===== src/hdl/hsoc_pkg.sv =====
/*
 hsoc_pkg: constants, register map and carrier types for the line-sync
 regeneration and coast block.
 assumes: used by hsoc_top and hsoc_phase_delay; no imports.
*/
package hsoc_pkg;
    // register indices as printed; byte address is four times the index
    localparam logic [7:0] IDX_PLL_DIV_MSB = 8'h01;
    localparam logic [7:0] IDX_PLL_DIV_LSB = 8'h02;
    localparam logic [7:0] IDX_PHASE = 8'h04;
    localparam logic [7:0] IDX_SYNC_WIDTH = 8'h07;
    localparam logic [7:0] IDX_SYNC_CTRL = 8'h10;
    localparam logic [7:0] IDX_COAST_CTRL = 8'h11;
    localparam logic [7:0] IDX_STATUS = 8'h20;
    // field positions
    localparam int PHASE_LSB = 3;
    localparam int PHASE_W = 5;
    localparam int DIVLSB_LSB = 4;
    localparam int OUT_POL_BIT = 5;
    localparam int IN_POL_BIT = 6;
    localparam int AUTO_POL_BIT = 7;
    localparam int COAST_LSB = 1;
    localparam int COAST_W = 3;
    // reset values
    localparam logic [7:0] RST_DIV_MSB = 8'h69;
    localparam logic [7:0] RST_DIV_LSB = 8'hD0;
    localparam logic [7:0] RST_PHASE = 8'h80;
    localparam logic [7:0] RST_SYNC_WIDTH = 8'h20;
    localparam logic [7:0] RST_SYNC_CTRL = 8'h80;
    localparam logic [7:0] RST_COAST_CTRL = 8'h0E;
    // phase steps per full cycle
    localparam int PHASE_STEPS = 32;
    // axi responses
    localparam logic [1:0] RESP_OKAY = 2'h0;
    localparam logic [1:0] RESP_SLVERR = 2'h2;

    typedef struct packed {
        logic sync;
        logic coast;
        logic ref_gate;
    } hsoc_sync_t;
endpackage : hsoc_pkg


===== src/hdl/hsoc_phase_delay.sv =====
/*
 hsoc_phase_delay: shifts a sampled sync level by a programmable number of
 fine steps; one full cycle is split into PHASE_STEPS taps.
 assumes: a pixel-rate clock with PHASE_STEPS-times oversampled input.
*/
`timescale 1ns/1ps
module hsoc_phase_delay #(
    parameter int STEPS = hsoc_pkg::PHASE_STEPS
) (
    input wire logic aclk,
    input wire logic aresetn,
    input wire logic sync_in,
    input wire logic [$clog2(STEPS)-1:0] phase,
    output logic sync_out
);
    logic [STEPS-1:0] taps;
    wire logic tapped;

    // tap line shifting one position per edge
    always_ff @(posedge aclk)
    begin
        if (!aresetn)
            taps <= '0;
        else
            taps <= {taps[STEPS-2:0], sync_in};
    end

    assign tapped = taps[phase];

    always_ff @(posedge aclk)
    begin
        if (!aresetn)
            sync_out <= 1'b0;
        else
            sync_out <= tapped;
    end
endmodule : hsoc_phase_delay


===== src/hdl/hsoc_top.sv =====
/*
 hsoc_top: line-sync polarity detect, phase shift, regeneration with
 programmable width and polarity, coast generation gating the pll ref.
 assumes: aclk is the pixel clock; sync inputs are asynchronous pins;
 software reaches registers over axi4-lite.
*/
`timescale 1ns/1ps
module hsoc_top (
    input wire logic aclk,
    input wire logic aresetn,
    input wire logic line_sync_in,
    input wire logic frame_sync_in,
    input wire logic [23:0] pixel_in,
    output logic regenerated_line_sync_out,
    output logic output_pixel_clock,
    output logic [23:0] pixel_out,
    output logic pll_ref_out,
    output logic coast_out,
    output logic pll_cmp_pulse,
    input wire logic [7:0] s_axi_awaddr,
    input wire logic s_axi_awvalid,
    output logic s_axi_awready,
    input wire logic [31:0] s_axi_wdata,
    input wire logic [3:0] s_axi_wstrb,
    input wire logic s_axi_wvalid,
    output logic s_axi_wready,
    output logic [1:0] s_axi_bresp,
    output logic s_axi_bvalid,
    input wire logic s_axi_bready,
    input wire logic [7:0] s_axi_araddr,
    input wire logic s_axi_arvalid,
    output logic s_axi_arready,
    output logic [31:0] s_axi_rdata,
    output logic [1:0] s_axi_rresp,
    output logic s_axi_rvalid,
    input wire logic s_axi_rready
);
    function automatic logic [5:0] word_index(input logic [7:0] addr);
        word_index = addr[7:2];
    endfunction : word_index

    function automatic logic known_index(input logic [5:0] idx);
        known_index = (idx == 6'(hsoc_pkg::IDX_PLL_DIV_MSB))
            || (idx == 6'(hsoc_pkg::IDX_PLL_DIV_LSB))
            || (idx == 6'(hsoc_pkg::IDX_PHASE))
            || (idx == 6'(hsoc_pkg::IDX_SYNC_WIDTH))
            || (idx == 6'(hsoc_pkg::IDX_SYNC_CTRL))
            || (idx == 6'(hsoc_pkg::IDX_COAST_CTRL))
            || (idx == 6'(hsoc_pkg::IDX_STATUS));
    endfunction : known_index

    logic [7:0] reg_div_msb, reg_div_lsb, reg_phase, reg_width;
    logic [7:0] reg_sync_ctrl, reg_coast_ctrl;

    // write channel capture
    logic aw_held, w_held;
    logic [7:0] aw_addr;
    logic [31:0] w_data;
    logic [3:0] w_strb;
    wire logic aw_take = s_axi_awvalid && s_axi_awready;
    wire logic w_take = s_axi_wvalid && s_axi_wready;
    wire logic do_write = aw_held && w_held && !s_axi_bvalid;
    wire logic [5:0] w_idx = word_index(aw_addr);
    wire logic w_ok = known_index(w_idx)
        && (w_idx != 6'(hsoc_pkg::IDX_STATUS));
    wire logic w_lane0 = do_write && w_ok && w_strb[0];

    always_ff @(posedge aclk)
    begin
        if (!aresetn)
        begin
            aw_held <= 1'b0;
            w_held <= 1'b0;
            aw_addr <= 8'h00;
            w_data <= 32'h0;
            w_strb <= 4'h0;
            s_axi_awready <= 1'b0;
            s_axi_wready <= 1'b0;
            s_axi_bvalid <= 1'b0;
            s_axi_bresp <= hsoc_pkg::RESP_OKAY;
        end
        else
        begin
            s_axi_awready <= !aw_held && !aw_take && !s_axi_bvalid;
            s_axi_wready <= !w_held && !w_take && !s_axi_bvalid;
            if (aw_take)
            begin
                aw_held <= 1'b1;
                aw_addr <= s_axi_awaddr;
            end
            if (w_take)
            begin
                w_held <= 1'b1;
                w_data <= s_axi_wdata;
                w_strb <= s_axi_wstrb;
            end
            if (do_write)
            begin
                aw_held <= 1'b0;
                w_held <= 1'b0;
                s_axi_bvalid <= 1'b1;
                s_axi_bresp <= w_ok ? hsoc_pkg::RESP_OKAY
                    : hsoc_pkg::RESP_SLVERR;
            end
            else if (s_axi_bvalid && s_axi_bready)
                s_axi_bvalid <= 1'b0;
        end
    end

    // register file, low byte lane only
    always_ff @(posedge aclk)
    begin
        if (!aresetn)
        begin
            reg_div_msb <= hsoc_pkg::RST_DIV_MSB;
            reg_div_lsb <= hsoc_pkg::RST_DIV_LSB;
            reg_phase <= hsoc_pkg::RST_PHASE;
            reg_width <= hsoc_pkg::RST_SYNC_WIDTH;
            reg_sync_ctrl <= hsoc_pkg::RST_SYNC_CTRL;
            reg_coast_ctrl <= hsoc_pkg::RST_COAST_CTRL;
        end
        else if (w_lane0)
        begin
            if (w_idx == 6'(hsoc_pkg::IDX_PLL_DIV_MSB))
                reg_div_msb <= w_data[7:0];
            if (w_idx == 6'(hsoc_pkg::IDX_PLL_DIV_LSB))
                reg_div_lsb <= {w_data[7:4], 4'h0};
            if (w_idx == 6'(hsoc_pkg::IDX_PHASE))
                reg_phase <= {w_data[7:3], 3'h0};
            if (w_idx == 6'(hsoc_pkg::IDX_SYNC_WIDTH))
                reg_width <= w_data[7:0];
            if (w_idx == 6'(hsoc_pkg::IDX_SYNC_CTRL))
                reg_sync_ctrl <= w_data[7:0];
            if (w_idx == 6'(hsoc_pkg::IDX_COAST_CTRL))
                reg_coast_ctrl <= w_data[7:0];
        end
    end

    // pin synchronisers
    logic [1:0] ls_sync, fs_sync;
    always_ff @(posedge aclk)
    begin
        if (!aresetn)
        begin
            ls_sync <= 2'b00;
            fs_sync <= 2'b00;
        end
        else
        begin
            ls_sync <= {ls_sync[0], line_sync_in};
            fs_sync <= {fs_sync[0], frame_sync_in};
        end
    end
    wire logic ls_pin = ls_sync[1];
    wire logic fs_pin = fs_sync[1];

    logic [11:0] high_cnt, low_cnt;
    logic det_pol_high, ls_pin_d;
    wire logic ls_edge = ls_pin != ls_pin_d;
    always_ff @(posedge aclk)
    begin
        if (!aresetn)
        begin
            ls_pin_d <= 1'b0;
            high_cnt <= 12'h000;
            low_cnt <= 12'h000;
            det_pol_high <= 1'b1;
        end
        else
        begin
            ls_pin_d <= ls_pin;
            if (ls_pin && high_cnt != 12'hFFF)
                high_cnt <= high_cnt + 12'h001;
            if (!ls_pin && low_cnt != 12'hFFF)
                low_cnt <= low_cnt + 12'h001;
            if (ls_edge && !ls_pin)
            begin
                det_pol_high <= high_cnt < low_cnt;
                high_cnt <= 12'h000;
                low_cnt <= 12'h000;
            end
        end
    end

    // manual polarity when auto is off
    wire logic in_active_high = reg_sync_ctrl[hsoc_pkg::AUTO_POL_BIT]
        ? det_pol_high : reg_sync_ctrl[hsoc_pkg::IN_POL_BIT];
    wire logic ls_norm = ls_pin ~^ in_active_high;

    logic ls_shift;
    hsoc_phase_delay #(.STEPS(hsoc_pkg::PHASE_STEPS)) hsoc_phase_delay_i (
        .aclk(aclk),
        .aresetn(aresetn),
        .sync_in(ls_norm),
        .phase(reg_phase[hsoc_pkg::PHASE_LSB +: hsoc_pkg::PHASE_W]),
        .sync_out(ls_shift)
    );

    logic ls_shift_d;
    logic [7:0] width_left;
    wire logic lead_edge = ls_shift && !ls_shift_d;
    wire logic pulse_on = lead_edge || (width_left != 8'h00);
    always_ff @(posedge aclk)
    begin
        if (!aresetn)
        begin
            ls_shift_d <= 1'b0;
            width_left <= 8'h00;
        end
        else
        begin
            ls_shift_d <= ls_shift;
            if (lead_edge)
                width_left <= (reg_width == 8'h00) ? 8'h00
                    : reg_width - 8'h01;
            else if (width_left != 8'h00)
                width_left <= width_left - 8'h01;
        end
    end
    wire logic pulse_lvl = pulse_on && (reg_width != 8'h00);

    // coast from frame sync, gating pll reference
    wire logic coast_en = reg_coast_ctrl[hsoc_pkg::COAST_LSB +:
        hsoc_pkg::COAST_W] != 3'h0;
    wire logic next_coast = coast_en && fs_pin;
    wire logic next_ref = ls_norm && !next_coast;

    wire logic [11:0] divisor = {reg_div_msb,
        reg_div_lsb[hsoc_pkg::DIVLSB_LSB +: 4]};
    logic [11:0] div_cnt;
    always_ff @(posedge aclk)
    begin
        if (!aresetn)
        begin
            div_cnt <= 12'h000;
            pll_cmp_pulse <= 1'b0;
        end
        else
        begin
            pll_cmp_pulse <= div_cnt == divisor;
            div_cnt <= (div_cnt == divisor) ? 12'h000 : div_cnt + 12'h001;
        end
    end

    // output registers
    logic clk_phase;
    always_ff @(posedge aclk)
    begin
        if (!aresetn)
        begin
            regenerated_line_sync_out <= 1'b0;
            output_pixel_clock <= 1'b0;
            clk_phase <= 1'b0;
            pixel_out <= 24'h000000;
            pll_ref_out <= 1'b0;
            coast_out <= 1'b0;
        end
        else
        begin
            clk_phase <= !clk_phase;
            // clock rises mid data, data moves on low phase
            output_pixel_clock <= !clk_phase;
            if (clk_phase)
                pixel_out <= pixel_in;
            if (clk_phase)
                regenerated_line_sync_out <= pulse_lvl
                    ~^ reg_sync_ctrl[hsoc_pkg::OUT_POL_BIT];
            pll_ref_out <= next_ref;
            coast_out <= next_coast;
        end
    end

    // status shows coast and polarity for software
    wire logic [5:0] r_idx = word_index(s_axi_araddr);
    logic [7:0] r_byte;
    always_comb
    begin
        r_byte = 8'h00;
        case (r_idx)
            6'(hsoc_pkg::IDX_PLL_DIV_MSB): r_byte = reg_div_msb;
            6'(hsoc_pkg::IDX_PLL_DIV_LSB): r_byte = reg_div_lsb;
            6'(hsoc_pkg::IDX_PHASE): r_byte = reg_phase;
            6'(hsoc_pkg::IDX_SYNC_WIDTH): r_byte = reg_width;
            6'(hsoc_pkg::IDX_SYNC_CTRL): r_byte = reg_sync_ctrl;
            6'(hsoc_pkg::IDX_COAST_CTRL): r_byte = reg_coast_ctrl;
            6'(hsoc_pkg::IDX_STATUS):
                r_byte = {5'h00, coast_out, ls_norm, det_pol_high};
            default: r_byte = 8'h00;
        endcase
    end

    always_ff @(posedge aclk)
    begin
        if (!aresetn)
        begin
            s_axi_arready <= 1'b0;
            s_axi_rvalid <= 1'b0;
            s_axi_rdata <= 32'h0;
            s_axi_rresp <= hsoc_pkg::RESP_OKAY;
        end
        else
        begin
            s_axi_arready <= !s_axi_rvalid && !s_axi_arready
                && s_axi_arvalid;
            if (s_axi_arvalid && s_axi_arready)
            begin
                s_axi_rvalid <= 1'b1;
                s_axi_rdata <= {24'h000000, r_byte};
                s_axi_rresp <= known_index(r_idx) ? hsoc_pkg::RESP_OKAY
                    : hsoc_pkg::RESP_SLVERR;
            end
            else if (s_axi_rvalid && s_axi_rready)
                s_axi_rvalid <= 1'b0;
        end
    end
endmodule : hsoc_top


===== config.mk =====
export PLATFORM = sky130hd
export DESIGN_NAME = hsoc_top
export DESIGN_NICKNAME = d
export VERILOG_FILES = /design/src/hdl/hsoc_pkg.sv /design/src/hdl/hsoc_phase_delay.sv /design/src/hdl/hsoc_top.sv
export SDC_FILE = /design/constraint.sdc
export NUM_CORES = 1
export LEC_CHECK = 0
export BUFFER_PORTS_ARGS = -buffer_cell sky130_fd_sc_hd__buf_4
export CORE_MARGIN = 1
export CORE_UTILIZATION = 45
export DETAILED_ROUTE_END_ITERATION = 10
export GPL_ROUTABILITY_DRIVEN = 0
export GPL_TIMING_DRIVEN = 0
export PLACE_DENSITY = 0.78
export SLEW_MARGIN = 10
export SYNTH_ARGS = -nofsm -noshare
export SYNTH_HDL_FRONTEND = slang
export SYNTH_SLANG_ARGS = --single-unit

===== constraint.sdc =====
create_clock -name aclk -period 2.1 [get_ports aclk]
set_input_delay 0.42 -clock aclk [delete_from_list [all_inputs] [get_ports aclk]]
set_output_delay 0.42 -clock aclk [all_outputs]
set_load 0.005 [all_outputs]

* Word-level counts from Yosys, hierarchy flattened
Cells that the tools add are included.
Word-level totals: flip-flop bits (word level) 190, word-level logic and storage cells 141
Cells by class: add/subtract/negate cells 5, order comparisons 2, equal/unequal tests 19, multiplexer cells 13, bitwise operators 3, reduce and logical (&&, ||, !) cells 63
Operators with widths (count):
- case mux 8 bit (7 select lines) | 1
- adder 12 x 1 -> 12 bit (second input constant) | 3
- == test 6 x 3 -> 1 bit (second input constant) | 4
- == test 6 x 5 -> 1 bit (second input constant) | 4
- two-way mux 8 bit | 3
- inequality test 12 bit (second input constant) | 2
- logical AND 1 bit | 23
- nonzero test 8 bit | 2
- subtractor 8 x 1 -> 8 bit (second input constant) | 2
- logical OR 1 bit | 13
- == test 12 bit | 1
- == test 6 x 1 -> 1 bit (second input constant) | 2
- == test 6 x 2 -> 1 bit (second input constant) | 2
- == test 6 bit (second input constant) | 2
- less-than comparator 12 bit | 1
- AND reduction 2 bit | 6
- logical NOT 1 bit | 11
- logical NOT 8 bit | 1
- less-than comparator 5 x 6 -> 1 bit (second input constant) | 1
- two-way mux 1 bit | 6
- inequality test 6 bit (second input constant) | 1
- nonzero test 2 bit | 3
- OR reduction 2 bit | 3
- binary-select mux 1 bit (select 5 bit) | 1
- 5 further kinds | 7

* Longest topological paths before layout
Gate-level depths: netlist of the first run.
word-level depth 11, gate-level depth with buffers 8

* Hierarchy
Synthesis of the first run repeated with hierarchy kept, for this count alone.
Unflattened totals: cells, all modules 864, area total of the unflattened synthesis 8157.8 um^2
Modules (own cells, without submodules):
- hsoc_top | times used 1, cells each 773, area each 6965.4 um^2
- hsoc_phase_delay | times used 1, cells each 91, area each 1192.4 um^2

* Worst setup path after synthesis of the first run
OpenSTA, ideal clock, no wires.
path type reg2reg, from reg low_cnt[0], to reg low_cnt[6], library setup time 0.128 ns, arrival 1.582 ns, required time 1.972 ns, setup slack 0.390 ns, stages on the path, launching flop included 7, path buffers 0, clock period less this slack 1.710 ns, path through dfxtp_1 > ha_1 > and3_1 > a41oi_1 > nor3b_1 > xnor2_1 > nor2_1
Between the ends: word-level cells in the longest chain between the ends 2, elaborated cells between the ends (all ways) 3, those cells by class add/sub (1); eq/ne (1); reduce/logical (1)
RTL lines:
- from (decl) | RTL line hsoc_top.sv:157 | logic [11:0] high_cnt, low_cnt;
- from (signal assigned) | RTL line hsoc_top.sv:175 | low_cnt <= low_cnt + 12'h001;
- parallel branches: the longest is 2 deep, another holds adder 12 x 1 -> 12 bit
Several ways; the timed one is not identified. A chain may end at the register's enable or synchronous reset.

* Worst setup path in the final report of the first run
from reg aw_addr[2], to reg reg_width[6]
Between the ends: word-level cells in the longest chain between the ends 11, elaborated cells between the ends (all ways) 18, those cells by class eq/ne (8); reduce/logical (10)
RTL lines:
- from (decl) | RTL line hsoc_top.sv:57 | logic [7:0] aw_addr;
- from (signal assigned) | RTL line hsoc_top.sv:89 | aw_addr <= s_axi_awaddr;
- == test 6 x 1 -> 1 bit or == test 6 x 2 -> 1 bit (tied branches) | RTL line hsoc_top.sv:43, hsoc_top.sv:44
- logical OR 1 bit | RTL line hsoc_top.sv:44 | || (idx == 6'(hsoc_pkg::IDX_PLL_DIV_LSB))
- logical OR 1 bit | RTL line hsoc_top.sv:45 | || (idx == 6'(hsoc_pkg::IDX_PHASE))
- logical OR 1 bit | RTL line hsoc_top.sv:46 | || (idx == 6'(hsoc_pkg::IDX_SYNC_WIDTH))
- logical OR 1 bit | RTL line hsoc_top.sv:47 | || (idx == 6'(hsoc_pkg::IDX_SYNC_CTRL))
- logical OR 1 bit | RTL line hsoc_top.sv:48 | || (idx == 6'(hsoc_pkg::IDX_COAST_CTRL))
- logical OR 1 bit | RTL line hsoc_top.sv:49 | || (idx == 6'(hsoc_pkg::IDX_STATUS));
- logical AND 1 bit | RTL line hsoc_top.sv:65 | && (w_idx != 6'(hsoc_pkg::IDX_STATUS));
- logical AND 1 bit (2 in series) | RTL line hsoc_top.sv:66 | wire logic w_lane0 = do_write && w_ok && w_strb[0];
- AND reduction 2 bit (no source line) *
- to (signal assigned) | RTL line hsoc_top.sv:118 | reg_width <= hsoc_pkg::RST_SYNC_WIDTH;
- to (signal assigned) | RTL line hsoc_top.sv:131 | reg_width <= w_data[7:0];
- to (decl) | RTL line hsoc_top.sv:52 | logic [7:0] reg_div_msb, reg_div_lsb, reg_phase, reg_width;
Mark *: on every way between the ends. The rest lies on a longest branch, timed or not.

==> metrics.txt, run 1 <==
status complete, no violations; TritonCTS clock tree built; Die X-Extent 136 microns; layout cells sized above 1 0.181; Max Slew Vio Count 0; DRC marker count from the first detailed-route iteration 406; Critical-path top delay cell nor4_4; Top FF cell, synth dfxtp_1; post-CTS sizing 0; GR Overflow Total 0; placed cell count 1202; Global Route Usage Sum 0.202; VDD IR max 0.594 mV; sequential element share of the synthesized area 0.461; number of max-cap violations 0; asr flop ratio synth 0; Design Power 7890 uW; num rows 48; clk_lat worst skew 0.43 ns; die area 18500 sq um; via count 6368; CTS Buffer Depth 2; IO Pins 155; CTS Sinks 186; wire length per cell 14.5 microns; sequential power share 0.478; DRT Wirelength 17.9 mm; Design Area, Final 9770 sq um; cell area after placement 9170 sq um; Distinct cells, synth 61; PortBufs 95; height of the die 136 microns; Ys Warns 0; htree depth 4; max_slew headroom 0.434; Data required, critical path 2.40 ns; Syn Area/Cell 9.43 sq um; Nets 1097; root buffer cell clkbuf_16; antenna violations before repair 0; area leader, netlist dfxtp_1; clock skew 0.0142 ns; remaining antenna violation count 0; DRC Markers 0; CTS buffer count 17; Logic pwr share 0.110; vias in the first global route 5975; number of vias per cell 5.16; post-synth top area share 0.461; Worst path max stage delay 0.77 ns; Clk pin slew, worst setup/hold paths 0.07 ns; Critical Path Sink Type register; Reg2Reg Setup Slack 0.11 ns; Tcrit/Tclk final 0.946; Initial Utilization 0.464; final setup fails 0; #FFs+latches synth 186; Power Density 807 nW/um^2; fin cells 1234; Core Util, Final 0.561; switching pwr 1990 uW; Area contributors post-synth dfxtp_1, mux2i_1, nor2_1; critical path fanouts, max 8; switching fraction of total power 0.253; postcts setup bufs 0; synth-to-layout area growth 20.8%; first-pass GRT wire length 29.1 mm; Syn Inst Count 857; WS Path Type reg2reg; core area 17400 sq um; f_max 503 MHz; Critical Path AT 2.29 ns; worst hold path type in2reg; Hold WS 0.192 ns; Leak 0.00411 uW; worst slew pin tran 0.843 ns; worst-path cell chain clkbuf_1, inv_1, nor4_4, mux2i_1, nor2_1; Inserted Diodes 0; CP startpoint kind register; min cycle time layout 1.99 ns; RSZ-0062 raised after global routing no; internal power 5900 uW; power share of the clock group 0.411; synthesized cell area 8080 sq um; hpwl dp 12.9 mm; DR pass1 iterations 5; cts hold-fix bufs 0; final hold viol count 0; number of enable flip-flop cells after synthesis 0; largest net degree at the start of global routing 18
==> cells by family after synthesis <==
kind of cell,Yosys count,share of synthesized area
flops,186,0.461
simple gates,338,0.212
mux,82,0.114
buf+inv,86,0.0540
compound gates,93,0.0748
xor+xnor,55,0.0596
fa+ha+maj,16,0.0248
other cells,1,0.000464
==> critical path: cells and delay by family, from the launching register on <==
family | cells | cell delay (ns)
simple gates | 2 | 0.83
flops | 1 | 0.30
buf+inv | 2 | 0.45
mux | 1 | 0.27
==> routing by layer <==
metal  part of all wire  vias up  track usage  routed length (microns)
li1                   -     3173            -                        -
met1               0.47     2984        0.271                     8330
met2               0.45      195        0.323                     8130
met3              0.062       16       0.0377                     1110
met4              0.017        0       0.0759                      312
met5                  0        -            0                        0
==> final timing paths <==
check | startpoint | end | depth (start not counted)
min reg2reg | s_axi_arready | s_axi_arready | 1
max reg2reg | aw_addr[2] | reg_width[6] | 5
min | line_sync_in | ls_sync[0] | 2
max | aw_addr[2] | reg_width[6] | 5
==> sequential cells by signal, summed over array words and instances, names as in the netlist, 12 cells and up <==
| signal | cells |
|---|---|
| low_cnt | 12 |
| pixel_out | 24 |
| hsoc_phase_delay_i.taps | 32 |
| high_cnt | 12 |
| div_cnt | 12 |
==> power groups by stage <==
stage	Clock (uW)	Sequential, uW	Combinational, uW
after floorplan	0	3830	591
after global placement	0	3850	848
after detailed placement	0	3850	867
after CTS	3290	3770	872
after global routing	3440	3790	976
final	3240	3770	870
==> Yosys cell counts, types with 6 or more instances <==
cell type	n
a211oi_1	7
a21oi_1	26
a22oi_1	18
and2_1	41
and3_1	15
buf_2	6
buf_4	26
clkbuf_1	25
dfxtp_1	186
ha_1	16
inv_1	23
mux2i_1	73
mux4_2	8
nand2_1	76
nand3_1	21
nand4_1	8
nor2_1	118
nor3_1	15
nor4_1	7
o21ai_0	19
xnor2_1	27
xor2_1	28
==> stage by stage <==
stage	setup TNS (ns)	worst slack, ns
floorplan	0	0.390
global placement	-5.20	-0.301
detailed placement	-5.27	-0.330
CTS	0	0.123
global route	0	0.0416
finish	0	0.113
==> cell usage in the layout (no fill, tap or decap), types with 21 or more instances in the layout <==
cell / netlist / routed
mux2i_1: 73 / 73
inv_1: 23 / 23
xnor2_1: 27 / 27
a21oi_1: 26 / 26
nand2_1: 76 / 76
buf_4: 26 / 121
and2_1: 41 / 41
nand3_1: 21 / 21
conb_1: 1 / 26
nor2_1: 118 / 118
xor2_1: 28 / 28
clkbuf_1: 25 / 26
dfxtp_1: 186 / 186
==> final cells by class <==
cell class,instances,area [sq um]
fillers,1571,7650
multi-input cells,610,4020
flip-flops and latches,186,3720
repair buffers,95,713
clock buffers,19,443
plain buffers,62,347
well taps,225,282
clock inverters,13,154
inverters,24,90.1
Power figures use the tool's default switching activity.
==> run 2, diff against run 1 <==
Settings changed: BUFFER_PORTS_ARGS -buffer_cell sky130_fd_sc_hd__buf_4 to not set, CORE_MARGIN 1 to 2, CORE_UTILIZATION 45 to 51, DONT_BUFFER_PORTS set to 1, PLACE_DENSITY 0.78 to 0.77.
==> run 2 against run 1 <==
Against the previous run:
- hold slack got worse by 0.090 ns
- sequential power is essentially flat
- highest routed layer unchanged
- non-clock buffer count shrank 94
- final cell count shrank 8.3%
==> metrics.txt, run 2 (synthesized netlist as in run 1, its figures left out) <==
status complete, no violations; height of the die 130 microns; number of vias per cell 5.38; Reg2Reg Setup Slack 0.15 ns; WL met3 1.29 mm; highest routed layer met4; clk_lat worst skew 0.44 ns; power share of the clock group 0.421; reg2reg end low_cnt[6]; Logic pwr share 0.094; worst slew pin tran 0.741 ns; Critical-path top delay cell a41oi_1; max_slew headroom 0.500; max reg flops 32; Power Density 858 nW/um^2; CP startpoint kind register; sequential power share 0.486; wire length per cell 15.7 microns; CTS buffer count 17; layout cells sized above 1 0.0984; root buffer cell clkbuf_16; biggest regs hsoc_phase_delay_i.taps x32, pixel_out x24; DP Worst Slack -0.254 ns; Inserted Diodes 0; DRC marker count from the first detailed-route iteration 531; IO Pins 155; DRC Markers 0; final setup fails 0; min cycle time layout 1.95 ns; DR pass1 iterations 5; switching pwr 2100 uW; Setup TNS Final 0 ns; DRT Wirelength 17.8 mm; via count 6084; r2r worst-path depth 6; Tcrit/Tclk final 0.930; CTS Sinks 186; clock skew 0.0159 ns; f_max 512 MHz; Critical path origin low_cnt[0]; antenna violations before repair 0; Max Slew Vio Count 0; VDD IR max 0.602 mV; PortBufs 0; met2 wire length 7.93 mm; synth-to-layout area growth 12.4%; worst path bufs/invs 0; WS Path Type reg2reg; switching fraction of total power 0.269; Worst Hold Path EP fs_sync[0]; Core Util, Final 0.578; largest net degree at the start of global routing 21; RR Startpoint low_cnt[0]; vias in the first global route 5783; worst-path cell chain ha_1, and3_1, a41oi_1, nor3b_1, xnor2_1, nor2_1; CTS Buffer Depth 2; fillcell total 1373; commonest non-fill, non-tap cell in the layout dfxtp_1; final hold viol count 0; final worst slack 0.147 ns; Hold Path Origin frame_sync_in; Top delay family on crit path simple AND/OR/NAND/NOR gates; Initial Utilization 0.514; Global Route Usage Sum 0.216; Reg area 3720 sq um; Critical Path Sink Type register; Worst path max stage delay 0.53 ns; postcts setup bufs 0; Die X-Extent 130 microns; htree depth 4; most frequent cells in the layout dfxtp_1, nor2_1, nand2_1, mux2i_1, and2_1; core area 15700 sq um; number of max-cap violations 0; hpwl dp 12.6 mm; Data required, critical path 2.41 ns; GR Overflow Total 0; worst hold path type in2reg; die area 16900 sq um; num rows 46; cts hold-fix bufs 0; remaining antenna violation count 0; Metal-1 WL 8.18 mm; area of the multi-input gates 4020 sq um; Leak 0.00365 uW; hold depth 1; Nets 1003; critical path fanouts, max 6; RSZ-0062 raised after global routing no; Critical Path AT 2.26 ns; TritonCTS clock tree built; post-CTS sizing 0; first-pass GRT wire length 28.5 mm; internal power 5700 uW; Reg with most FFs hsoc_phase_delay_i.taps; Clk pin slew, worst setup/hold paths 0.07 ns
[run 2: worst max-delay path by stage]
stage               cells after the start  slack [ns]            to
finish                                  6        0.15    low_cnt[6]
global route                            6        0.05   low_cnt[10]
global placement                        5       -0.25     clk_phase
detailed placement                      5       -0.25     clk_phase
floorplan                               6        0.39    low_cnt[6]
CTS                                     6        0.11  reg_width[7]
[run 2: area by class of cell]
| type | count | area share |
|---|---|---|
| Buffer | 62 | 0.0382 |
| Sequential cell | 186 | 0.410 |
| Tap cell | 216 | 0.0298 |
| Inverter | 24 | 0.00992 |
| Multi-Input combinational cell | 610 | 0.442 |
| Clock buffer | 17 | 0.0468 |
| Clock inverter | 15 | 0.0209 |
| Timing Repair Buffer | 1 | 0.00220 |
[run 2: layer usage]
layer | vias to the layer above | global-route usage
met2 | 216 | 0.339
li1 | 2994 | -
met3 | 27 | 0.0513
met4 | 0 | 0.0816
met1 | 2847 | 0.290
met5 | - | 0
[run 2: power by group through the flow]
stage               logic [uW]  clock network, uW  registers [uW]
detailed placement         718                  0            3860
finish                     730               3280            3780
global route               822               3460            3800
floorplan                  591                  0            3830
global placement           696                  0            3860
CTS                        725               3320            3780
[run 2: worst register-to-register path, delay by kind of cell, from the launching register on]
kind | cells | cell delay (ns)
compound gates | 1 | 0.53
xor+xnor | 1 | 0.15
fa+ha+maj | 1 | 0.25
flops | 1 | 0.35
simple gates | 3 | 0.55
[run 2: stage by stage]
stage	hold slack [ns]	cells	area, sq um	total power, uW
5_1_grt	0.0965	1131	9080	8080
2_1_floorplan	0.412	882	8180	4420
4_1_cts	0.0869	1130	9060	7830
3_3_place_gp	0.415	1098	8450	4550
3_5_place_dp	0.423	1098	8450	4580
6_report	0.102	1131	9080	7790
